[config.mk]
export PLATFORM = sky130hd
export DESIGN_NAME = tvu_trap_unit
export DESIGN_NICKNAME = d
export VERILOG_FILES = /design/src/rtl/tvu_pkg.sv /design/src/rtl/tvu_trap_unit.sv
export SDC_FILE = /design/constraint.sdc
export NUM_CORES = 1
export LEC_CHECK = 0
export BUFFER_PORTS_ARGS = -buffer_cell sky130_fd_sc_hd__buf_2
export CAP_MARGIN = 25
export CORE_MARGIN = 1.5
export CORE_UTILIZATION = 30
export DETAILED_ROUTE_END_ITERATION = 8
export PLACE_DENSITY_LB_ADDON = 0.08
export SLEW_MARGIN = 20
export SYNTH_ARGS = -nofsm -noshare
export SYNTH_HDL_FRONTEND = slang
export SYNTH_SLANG_ARGS = --single-unit
[constraint.sdc]
create_clock -name CLOCK -period 1.95 [get_ports CLOCK]
set_input_delay 0 -clock CLOCK [delete_from_list [all_inputs] [get_ports CLOCK]]
set_output_delay 0 -clock CLOCK [all_outputs]
set_load 0.03 [all_outputs]
[src/rtl/tvu_pkg.sv]
package tvu_pkg;
  localparam int VEC_W = 24;
  localparam int SEG_W = 8;
  localparam int TRAPNO_W = 7;
  // Spacing code 0 places vectors four bytes apart
  localparam int VEC_BASE_SHIFT = 2;
  localparam logic [TRAPNO_W-1:0] TRAP_RESET = 7'h00;
  localparam logic [TRAPNO_W-1:0] TRAP_NMI = 7'h02;
  localparam logic [TRAPNO_W-1:0] TRAP_STACK_OVERFLOW_FLAG = 7'h04;
  localparam logic [TRAPNO_W-1:0] TRAP_STACK_UNDERFLOW_FLAG = 7'h06;
  localparam logic [TRAPNO_W-1:0] TRAP_SBRK = 7'h08;
  localparam logic [TRAPNO_W-1:0] TRAP_CLASS_B = 7'h0A;
  localparam logic [TRAPNO_W-1:0] TRAP_MOTOR_TIMER_A = 7'h4D;
  localparam logic [TRAPNO_W-1:0] TRAP_CLOCK_CALENDAR = 7'h5D;
  localparam logic [1:0] SPACING_RESET = 2'h0;
  localparam int FLAG_NMI = 0;
  localparam int FLAG_STACK_OVERFLOW_FLAG = 1;
  localparam int FLAG_STACK_UNDERFLOW_FLAG = 2;
  localparam int FLAG_SBRK = 3;
  localparam int FLAG_UNDEFINED_OPCODE_FLAG = 4;
  localparam int FLAG_PROGRAM_MEMORY_ACCESS_ERROR_FLAG = 5;
  localparam int FLAG_PROTECTED_INSTRUCTION_FAULT_FLAG = 6;
  localparam int FLAG_ILLEGAL_WORD_OPERAND_FLAG = 7;
  localparam logic [7:0] FLAGS_RESET = 8'h00;

  typedef struct packed {
    logic [SEG_W-1:0] vector_segment;
    logic [1:0] vector_spacing;
  } tvu_cfg_t;

  typedef struct packed {
    logic valid;
    logic is_hw_trap;
    logic [TRAPNO_W-1:0] trap_number;
    logic [VEC_W-1:0] vector_address;
  } tvu_entry_t;
endpackage

[src/rtl/tvu_trap_unit.sv]
`timescale 1ns/1ps
// What this block does
// - Vector table lies in programmable segment
// - Spacing field sets vector distance, default four
// - Hardware traps unmaskable, branch to vector immediately
// - Each hardware trap sets its flag bit
// - Traps wait only behind equal or higher trap service
// - Interrupts and transfers blocked during trap service
// - Resets vector to zero, set no flag
// - Class A traps own flag and vector
// - Class B traps share vector, separate flags
// - Software trap accepts numbers 00 to 7F
// - Each interrupt node has fixed trap number
module tvu_trap_unit
  import tvu_pkg::*;
#(
  parameter int NODES = 2
) (
  // Clock and reset
  input wire logic CLOCK,
  input wire logic RST_N,
  // Configuration from cpu_control_one and vector_segment_register
  input wire tvu_cfg_t CFG,
  // Reset causes (pulses): hardware, software, watchdog
  input wire logic [2:0] RESET_EVENT,
  // Hardware trap causes, one pulse per flag bit position
  input wire logic [7:0] HW_TRAP_EVENT,
  // Software trap instruction
  input wire logic SW_TRAP_REQ,
  input wire logic [TRAPNO_W-1:0] SW_TRAP_NUMBER,
  // Peripheral interrupt nodes, arbitrated here by lowest index
  input wire logic [NODES-1:0] IRQ_REQ,
  input wire logic PEC_REQ,
  // Core handshake
  input wire logic TRAP_SERVICE_DONE,
  input wire logic [7:0] FLAG_CLEAR,
  // Outputs
  output tvu_entry_t ENTRY,
  output logic [7:0] TRAP_FLAGS,
  output logic IN_TRAP_SERVICE,
  output logic PEC_GRANT
);

  // Fixed node numbers; index 0 motor timer, index 1 clock calendar
  function automatic logic [TRAPNO_W-1:0] node_number(input int idx);
    case (idx)
      0: node_number = TRAP_MOTOR_TIMER_A;
      1: node_number = TRAP_CLOCK_CALENDAR;
      default: node_number = TRAP_MOTOR_TIMER_A + TRAPNO_W'(idx);
    endcase
  endfunction

  // Spacing code 0 gives 4 bytes; each step doubles it
  function automatic logic [VEC_W-1:0] vec_addr(input tvu_cfg_t c,
                                                input logic [TRAPNO_W-1:0] n);
    logic [15:0] off;
    off = 16'(n) << (VEC_BASE_SHIFT + c.vector_spacing);
    vec_addr = {c.vector_segment, off};
  endfunction

  // One place builds every kind of entry
  function automatic tvu_entry_t make_entry(input tvu_cfg_t c,
                                            input logic hw,
                                            input logic [TRAPNO_W-1:0] n);
    tvu_entry_t e;
    e.valid = 1'h1;
    e.is_hw_trap = hw;
    e.trap_number = n;
    e.vector_address = vec_addr(c, n);
    make_entry = e;
  endfunction

  typedef enum logic [1:0] {ST_RUN, ST_TRAP_A, ST_TRAP_B} tvu_state_t;

  // Nothing is announced when no request wins this cycle
  localparam tvu_entry_t ENTRY_IDLE = '0;

  tvu_state_t state_r;
  tvu_state_t state_nxt;
  logic [7:0] flags_r;
  logic [7:0] flags_nxt;
  tvu_entry_t entry_r;
  tvu_entry_t entry_nxt;
  logic in_service_r;
  logic in_service_nxt;
  logic pec_grant_r;
  logic pec_grant_nxt;

  wire any_reset = |RESET_EVENT;
  wire [3:0] class_a = HW_TRAP_EVENT[FLAG_SBRK:FLAG_NMI];
  wire [3:0] class_b = HW_TRAP_EVENT[FLAG_ILLEGAL_WORD_OPERAND_FLAG:FLAG_UNDEFINED_OPCODE_FLAG];
  wire any_class_a = |class_a;
  wire any_class_b = |class_b;
  wire in_trap = (state_r != ST_RUN);
  wire in_trap_a = (state_r == ST_TRAP_A);
  wire irq_any = |IRQ_REQ;

  // Class A outranks class B; a trap waits only behind an equal or higher class
  wire take_a = any_class_a && !in_trap_a;
  wire take_b = any_class_b && !in_trap && !take_a;
  wire take_hw = take_a || take_b;
  // A trap service is never broken into by software traps, nodes or transfers
  wire take_sw = SW_TRAP_REQ && !in_trap && !take_hw;
  wire take_irq = irq_any && !in_trap && !take_hw && !take_sw;
  wire take_pec = PEC_REQ && !in_trap && !take_hw;

  // Lowest class A flag position wins when several arrive together
  wire [TRAPNO_W-1:0] a_num = class_a[FLAG_NMI] ? TRAP_NMI :
    class_a[FLAG_STACK_OVERFLOW_FLAG] ? TRAP_STACK_OVERFLOW_FLAG :
    class_a[FLAG_STACK_UNDERFLOW_FLAG] ? TRAP_STACK_UNDERFLOW_FLAG :
    TRAP_SBRK;

  // Lowest node index wins; nodes are levels, so a loser is retried later
  logic [TRAPNO_W-1:0] irq_num;
  always_comb begin
    irq_num = '0;
    for (int i = NODES - 1; i >= 0; i--) begin
      if (IRQ_REQ[i]) begin
        irq_num = node_number(i);
      end
    end
  end

  tvu_entry_t entry_reset;
  tvu_entry_t entry_a;
  tvu_entry_t entry_b;
  tvu_entry_t entry_sw;
  tvu_entry_t entry_irq;

  assign entry_reset = make_entry(CFG, 1'h0, TRAP_RESET);
  assign entry_a = make_entry(CFG, 1'h1, a_num);
  assign entry_b = make_entry(CFG, 1'h1, TRAP_CLASS_B);
  assign entry_sw = make_entry(CFG, 1'h0, SW_TRAP_NUMBER);
  assign entry_irq = make_entry(CFG, 1'h0, irq_num);

  // Reset, class A, class B, software trap, node
  assign entry_nxt = any_reset ? entry_reset :
                     take_a ? entry_a :
                     take_b ? entry_b :
                     take_sw ? entry_sw :
                     take_irq ? entry_irq :
                     ENTRY_IDLE;

  // Set wins over a same-cycle clear so no trap cause is lost
  assign flags_nxt = (flags_r & ~FLAG_CLEAR) | HW_TRAP_EVENT;

  always_comb begin
    state_nxt = state_r;
    case (state_r)
      ST_RUN: begin
        state_nxt = ST_RUN;
      end
      ST_TRAP_A, ST_TRAP_B: begin
        if (TRAP_SERVICE_DONE) begin
          state_nxt = ST_RUN;
        end
      end
      default: begin
        state_nxt = ST_RUN;
      end
    endcase
    // Reset causes abort a service; a taken hardware trap opens one
    if (any_reset) begin
      state_nxt = ST_RUN;
    end else if (take_a) begin
      state_nxt = ST_TRAP_A;
    end else if (take_b) begin
      state_nxt = ST_TRAP_B;
    end
  end

  // A registered copy of the service state keeps the output glitch free
  assign in_service_nxt = (state_nxt != ST_RUN);
  assign pec_grant_nxt = take_pec;

  // Service state
  always_ff @(posedge CLOCK or negedge RST_N) begin
    if (!RST_N) begin
      state_r <= ST_RUN;
    end else begin
      state_r <= state_nxt;
    end
  end

  // Trap flags
  always_ff @(posedge CLOCK or negedge RST_N) begin
    if (!RST_N) begin
      flags_r <= FLAGS_RESET;
    end else begin
      flags_r <= flags_nxt;
    end
  end

  // Entry announcement, valid for one cycle
  always_ff @(posedge CLOCK or negedge RST_N) begin
    if (!RST_N) begin
      entry_r <= ENTRY_IDLE;
    end else begin
      entry_r <= entry_nxt;
    end
  end

  // Service flag output
  always_ff @(posedge CLOCK or negedge RST_N) begin
    if (!RST_N) begin
      in_service_r <= 1'h0;
    end else begin
      in_service_r <= in_service_nxt;
    end
  end

  // Transfer grant output
  always_ff @(posedge CLOCK or negedge RST_N) begin
    if (!RST_N) begin
      pec_grant_r <= 1'h0;
    end else begin
      pec_grant_r <= pec_grant_nxt;
    end
  end

  assign ENTRY = entry_r;
  assign TRAP_FLAGS = flags_r;
  assign IN_TRAP_SERVICE = in_service_r;
  assign PEC_GRANT = pec_grant_r;

endmodule

### After elaboration in Yosys (flattened, before gate mapping)

Cells that the tools add are included.

* $add $sub $neg: 1
* equality and inequality tests: 2
* shift operators: 5
* muxes and demuxes: 15
* bitwise logic cells: 3
* reductions and logical operators: 23

Operator list (count)
* 33-bit 2-to-1 mux: 5
* 1-bit by 32-bit << shifter with 16-bit output, first input constant: 1
* 4-bit by 32-bit << shifter with 16-bit output: 1
* 4-bit by 32-bit << shifter with 16-bit output, first input constant: 1
* 7-bit by 32-bit << shifter with 16-bit output: 1
* 7-bit by 3-bit << shifter with 16-bit output: 1
* 7-bit 2-to-1 mux: 2
* 4-bit 2-to-1 mux: 3
* 1-bit logical AND: 10
* 2-bit 2-to-1 mux: 5
* 8-bit bitwise AND: 1
* 8-bit inverter: 1
* 8-bit bitwise OR: 1
* 4-bit OR reduction: 2
* 1-bit logical NOT: 5
* 2-bit nonzero test: 2
* 2-bit OR reduction: 2
* 2-bit by 2-bit adder with 3-bit output, first input constant: 1
* 3-bit OR reduction: 1
* 2-bit by 1-bit == test with 1-bit output, second input constant: 1
* 2-bit == test, second input constant: 1
* 1-bit logical OR: 1

* register bits: 45
* logic and storage cells: 57

### Depth between registers and ports, before layout

Gate-level depths: netlist of the first run.

* depth after elaboration: 15
* gate-level depth with buffers: 8
* depth with buffers taken out: 6

### Worst setup path after synthesis of the first run

No wires, ideal clock.

* path kind: reg2reg
* start: reg state_r[1]
* end: reg entry_r (netlist bit ENTRY[5])
* library setup time: 0.122 ns
* data arrival time: 1.533 ns
* path slack: 0.295 ns
* cell stages (with the launch flop): 7
* path buffers: 1
* period minus slack after synthesis: 1.655 ns
* cells stage by stage: dfrtp_1 inv_1 ha_1 buf_1 o2111ai_2 mux2i_1 a32o_1

RTL lines
* start, declared: RTL line tvu_trap_unit.sv:78 `tvu_state_t state_r;`
* start signal, assigned: RTL line tvu_trap_unit.sv:181 `state_r <= state_nxt;`
* end signal, assigned: RTL line tvu_trap_unit.sv:199 `entry_r <= entry_nxt;`
* end, declared: RTL line tvu_trap_unit.sv:82 `tvu_entry_t entry_r;`

==> results_dict.tcl, run 1 <==
set metrics [dict create \
    period_needed_ns 1.77 \
    ys_seq_elements 43 \
    intPower_mw 1.33 \
    ys_warn_count 0 \
    insertion_delay_ns 0.29 \
    hold_viol_final 0 \
    drt-met1-wl_um 2550 \
    place_congestion 0.808 \
    die-width_um 89.1 \
    synthTopCellsByArea "dfrtp_1 48%, and2_1 2.8%, mux2i_1 2.7%" \
    wl_met2_um 2750 \
    place_area_mm2 0.00274 \
    dr_wl_met3_um 344 \
    finish.instance_area_mm2 0.00307 \
    crit_type "in -> reg" \
    syn_area_mm2 0.00222 \
    synth.distinct_cells 59 \
    ios 86 \
    nFillCells 753 \
    n_antenna_cell 0 \
    root_buffer "clkbuf_8" \
    comb_power_share_pct 21.1 \
    setup.worst_path.end_class "register" \
    p_per_area_mw_per_mm2 611 \
    die_y_um 89.1 \
    cp-start-kind "primary input" \
    antenna_found_initial 0 \
    rsz0062_at_grt "false" \
    power.leakage_nw 1.51 \
    tightest_slew_ns 0.623 \
    maxUsedRoutingLayer "met4" \
    ir_drop_uv 216 \
    via_per_inst 4.67 \
    sw_frac_of_total_pct 29.2 \
    grt_pass1_vias 1868 \
    synth.top_cell.area_share_pct 48.4 \
    wl_per_cell_um 13.9 \
    power_switching_uw 547 \
    finalCritPeriodShare_pct 90.5 \
    critPathArrivalTime_ns 1.95 \
    max_slew_margin_pct 58.5 \
    cap_viol_max_count 0 \
    drtPass1Iterations 4 \
    grt.total_usage_pct 15.1 \
    outcome "finished clean" \
    ys.flop_type "dfrtp_1" \
    clockPowerShare_pct 29.2 \
    cts_buffers 5 \
    ys_async_sr_fraction_pct 100 \
    setup_violations 0 \
    drive_above_1_share_pct 37.7 \
    postRouteAntennaNets 0 \
    dp_hpwl_um 4230 \
    io_buffers 83 \
    cts_tree "done" \
    post-cts-setup-buffer-count 0 \
    syn_area_per_cell_um2 11.1 \
    synth-seq-area-share_pct 48.4 \
    cts.sinks 43 \
    start_util_pct 30.8 \
    htreeDepth 2 \
    path_clk_slew_ns 0.08 \
    synth_area_leader_cell "dfrtp_1" \
    vias 1923 \
    grt_remaining_overflow 0 \
    grt_first_pass_wirelength_um 9110 \
    fmax_mhz 566 \
    drt_iter0_drc 39 \
    synth-edff-count 0 \
    area_delta_synth_final_pct 38.1 \
    crit_fanout 7 \
    nNetsFinal 357 \
    p_seq_share_pct 49.7 \
    finalSetupTns_ns 0 \
    crit_required_ns 2.13 \
    die_area_mm2 0.00793 \
    cts_buffer_depth 2 \
    rows 31 \
    holdCritPathClass "in -> reg" \
    postSynthCellCount 201 \
    core_area_mm2 0.00721 \
    skew_ns 0.00790 \
    grt_max_degree 28 \
    maxSlewViolCount 0 \
    routed_wl_um 5740 \
    drc 0 \
]
==> metal layers <==
layer  up-vias  track usage (%)
met2        77             24.1
met4         0             4.90
met3         9             3.60
met5         -                0
li1        933                -
met1       904             20.3
==> final timing paths <==
path,to,depth (start not counted),slack [ns],start
min reg2reg,TRAP_FLAGS[1]$_DFF_PN0_,1,0.48,TRAP_FLAGS[1]$_DFF_PN0_
min in group asynchronous,state_r[0]$_DFF_PN0_,2,0.26,RST_N
max reg2reg,ENTRY[6]$_DFF_PN0_,5,0.22,state_r[0]$_DFF_PN0_
max in group asynchronous,PEC_GRANT$_DFF_PN0_,3,1.12,RST_N
max,ENTRY[5]$_DFF_PN0_,6,0.18,HW_TRAP_EVENT[3]
min,state_r[1]$_DFF_PN0_,4,0.002,TRAP_SERVICE_DONE
==> area by class of cell <==
class / instances / area [um^2] / area share (%)
flip-flops and latches: 43 / 1080 / 35.1
multi-input cells: 136 / 1040 / 33.8
repair buffers: 113 / 701 / 22.8
well taps: 99 / 124 / 4.04
clock buffers: 5 / 68.8 / 2.24
inverters: 13 / 48.8 / 1.59
clock inverters: 3 / 15.0 / 0.489
==> stage by stage <==
stage,std cells,power [mW],util [%],hold slack (ns),setup WS [ns]
3_5_place_dp,380,1.31,38.0,0.0563,0.197
2_1_floorplan,206,1.17,-,-0.296,0.295
6_report,412,1.88,42.5,0.00167,0.185
5_1_grt,412,1.99,42.5,0.0268,0.103
3_3_place_gp,380,1.31,38.0,0.0597,0.238
4_1_cts,412,1.91,42.5,0.00477,0.0777
==> synthesized netlist by cell type (4+ instances only) <==
cell type	count
dfrtp_1	43
inv_1	13
and2_1	10
nand2_1	9
a21o_1	8
nor2_1	8
o21ai_0	8
mux2i_1	6
nor2b_1	6
a21oi_1	5
buf_2	5
mux2_2	5
and3_1	4
o21a_1	4
==> sequential cells by signal (all words and copies together) (netlist names) <==
signal and cells:
TRAP_FLAGS 8, IN_TRAP_SERVICE 1, ENTRY 31, PEC_GRANT 1
state_r 2
==> logic make-up after synthesis <==
| group | synth area share [%] |
|---|---|
| flops | 48.4 |
| fa+ha+maj | 1.13 |
| simple gates | 18.8 |
| buf+inv | 5.86 |
| compound gates | 20.4 |
| other cells | 0.169 |
| mux | 5.24 |
==> power by group through the flow <==
stage / combinational, mW / sequential [mW] / clock [mW]
2_1_floorplan: 0.154 / 1.01 / 0
3_3_place_gp: 0.361 / 0.951 / 0
3_5_place_dp: 0.358 / 0.951 / 0
4_1_cts: 0.398 / 0.933 / 0.581
5_1_grt: 0.434 / 0.937 / 0.616
6_report: 0.395 / 0.933 / 0.547
==> worst max-delay path, stage by stage <==
cell           delay [ns]
dlygate4sd3_1        0.53
buf_2                0.15
nor4_4               0.51
o2111ai_2            0.32
mux2i_1              0.20
a32o_1               0.24
==> timing repair <==
action	CTS	global route
gates resized for setup	0	1
endpoints found under the hold margin	43	0
hold buffers	24	0
endpoints found under the setup margin	0	7
==> cells in the final DEF (no fill, tap or decap), drive strengths merged, types with 2 or more instances in the layout <==
master	instances
mux2i	6
buf	89
mux2	5
nor3	4
ha	2
a21bo	2
o22ai	3
o21a	4
o221ai	3
dlygate4sd3	24
and3	4
nand3	3
o21ai	10
or2	3
nor3b	4
clkbuf	5
o2111ai	2
clkinv	3
and2	10
or3	2
conb	6
nor4	2
a211oi	4
a21oi	5
a21o	8
dfrtp	43
nor4b	3
nor2	8
nor2b	6
nand2	9
inv	13
Note: power is estimated with default switching activity, not from simulation.
==> run 2: changes to the inputs <==
==> constraint.sdc (replaced) <==
create_clock -name CLOCK -period 1.95 [get_ports CLOCK]
set_input_delay 0.195 -clock CLOCK [delete_from_list [all_inputs] [get_ports CLOCK]]
set_output_delay 0.195 -clock CLOCK [all_outputs]
set_load 0.03 [all_outputs]
==> results_dict.tcl, run 2 (same netlist as run 1, synthesis figures left out) <==
set metrics [dict create \
    outcome "finished clean" \
    skew_ns 0.00372 \
    fin_util_pct 39.7 \
    n_antenna_cell 0 \
    ir_drop_uv 196 \
    largest_register_ffs 31 \
    setup_violations 0 \
    cts_buffers 5 \
    cp-start-kind "register" \
    wl_per_cell_um 14.3 \
    routed_wl_um 5610 \
    via_per_inst 4.68 \
    fmax_mhz 575 \
    met1_usage_pct 19.4 \
    cap_viol_max_count 0 \
    die_y_um 89.1 \
    drt_iter0_drc 84 \
    final_common_cell "buf_2" \
    place_congestion 0.757 \
    die-width_um 89.1 \
    post-cts-setup-buffer-count 0 \
    finalSetupTns_ns 0 \
    grt.total_usage_pct 14.7 \
    crit_fanout 10 \
    drive_above_1_share_pct 40.8 \
    layout_common_cells "83 x buf_2, 43 x dfrtp_1, 13 x inv_1" \
    p_per_area_mw_per_mm2 649 \
    drc 0 \
    nNetsFinal 337 \
    area_delta_synth_final_pct 28.9 \
    grt_first_pass_wirelength_um 8790 \
    insertion_delay_ns 0.29 \
    ios 86 \
    gr-max-usage-layer "met2" \
    core_area_mm2 0.00721 \
    period_needed_ns 1.74 \
    cts.sinks 43 \
    root_buffer "clkbuf_8" \
    max_slew_margin_pct 62.3 \
    finalCritPeriodShare_pct 89.3 \
    grt_pass1_vias 1732 \
    htreeDepth 2 \
    grt_max_degree 44 \
    maxSlewViolCount 0 \
    setup.worst_path.end_class "register" \
    nFillCells 771 \
    start_util_pct 30.8 \
    postRouteAntennaNets 0 \
    vias 1830 \
    die_area_mm2 0.00793 \
    ff_latch_area_mm2 0.00108 \
    path_clk_slew_ns 0.08 \
    io_buffers 83 \
    multi_input_area_mm2 0.00103 \
    critPathArrivalTime_ns 1.92 \
    rows 31 \
    drtPass1Iterations 4 \
    cts_buffer_depth 2 \
    use_met3_pct 3.05 \
    holdCritPathClass "in -> reg" \
    hold_viol_final 0 \
    rsz0062_at_grt "false" \
    grt_remaining_overflow 0 \
    tightest_slew_ns 0.566 \
    dp_hpwl_um 4250 \
    cts_tree "done" \
    use_met2_pct 24.5 \
    power.leakage_nw 1.44 \
    crit_required_ns 2.13 \
    crit_type "reg -> reg" \
    antenna_found_initial 0 \
]
==> run 2: cell types whose count changed in the layout (fill, tap and decap cells not counted), sizes merged <==
cell | before | now
buf | 89 | 92
clkbuf | 5 | 6
clkinv | 3 | 1
dlygate4sd3 | 24 | 1
==> run 2: report_power, final <==
group,total (mW),internal [mW],switching (mW)
logic,0.364,0.132,0.232
clock network,0.563,0.278,0.286
registers,0.933,0.922,0.0104
==> run 2: area by class of cell <==
class	instances	area share [%]
multi-input cells	136	36.1
clock buffers	6	2.88
well taps	99	4.33
repair buffers	93	17.2
flip-flops and latches	43	37.6
inverters	13	1.70
clock inverters	1	0.175
==> run 2: final timing paths <==
path / from / cells past startpoint / slack (ns) / to
worst max-delay path: state_r[1]$_DFF_PN0_ / 5 / 0.21 / ENTRY[5]$_DFF_PN0_
worst min-delay path: CFG[3] / 2 / 0.11 / ENTRY[17]$_DFF_PN0_
worst max register to register: state_r[1]$_DFF_PN0_ / 5 / 0.21 / ENTRY[5]$_DFF_PN0_
worst min register to register: TRAP_FLAGS[4]$_DFF_PN0_ / 1 / 0.47 / TRAP_FLAGS[4]$_DFF_PN0_
max in group asynchronous: RST_N / 3 / 1.05 / ENTRY[32]$_DFF_PN0_
min in group asynchronous: RST_N / 3 / 0.51 / TRAP_FLAGS[4]$_DFF_PN0_
==> run 2: metal layers <==
metal	share of wire, %	up-vias
li1	-	895
met1	45	867
met2	48	65
met3	6.4	3
met4	0.57	0
met5	0	-
==> run 2: timing repair <==
item / CTS / global route
setup endpoints to repair: 0 / 0
gates resized for setup: 0 / 0
hold endpoints to repair: 34 / 0
hold buffers: 1 / 0
==> run 2: stage by stage <==
stage / hold WS, ns / cells / power (mW) / worst slack (ns) / area [um^2]
after floorplan: -0.101 / 206 / 1.17 / 0.295 / 2240
after global placement: 0.314 / 383 / 1.32 / 0.236 / 2770
after detailed placement: 0.312 / 383 / 1.32 / 0.213 / 2770
after CTS: 0.101 / 391 / 1.90 / 0.181 / 2860
after global routing: 0.107 / 391 / 1.96 / 0.113 / 2860
final: 0.109 / 391 / 1.86 / 0.210 / 2860
==> run 2: worst max-delay path, stage by stage, from the launching register on <==
cell and delay [ns]:
dfrtp_1 0.38, inv_1 0.08, ha_1 0.42, o2111ai_2 0.33
mux2i_1 0.19, a32o_1 0.23
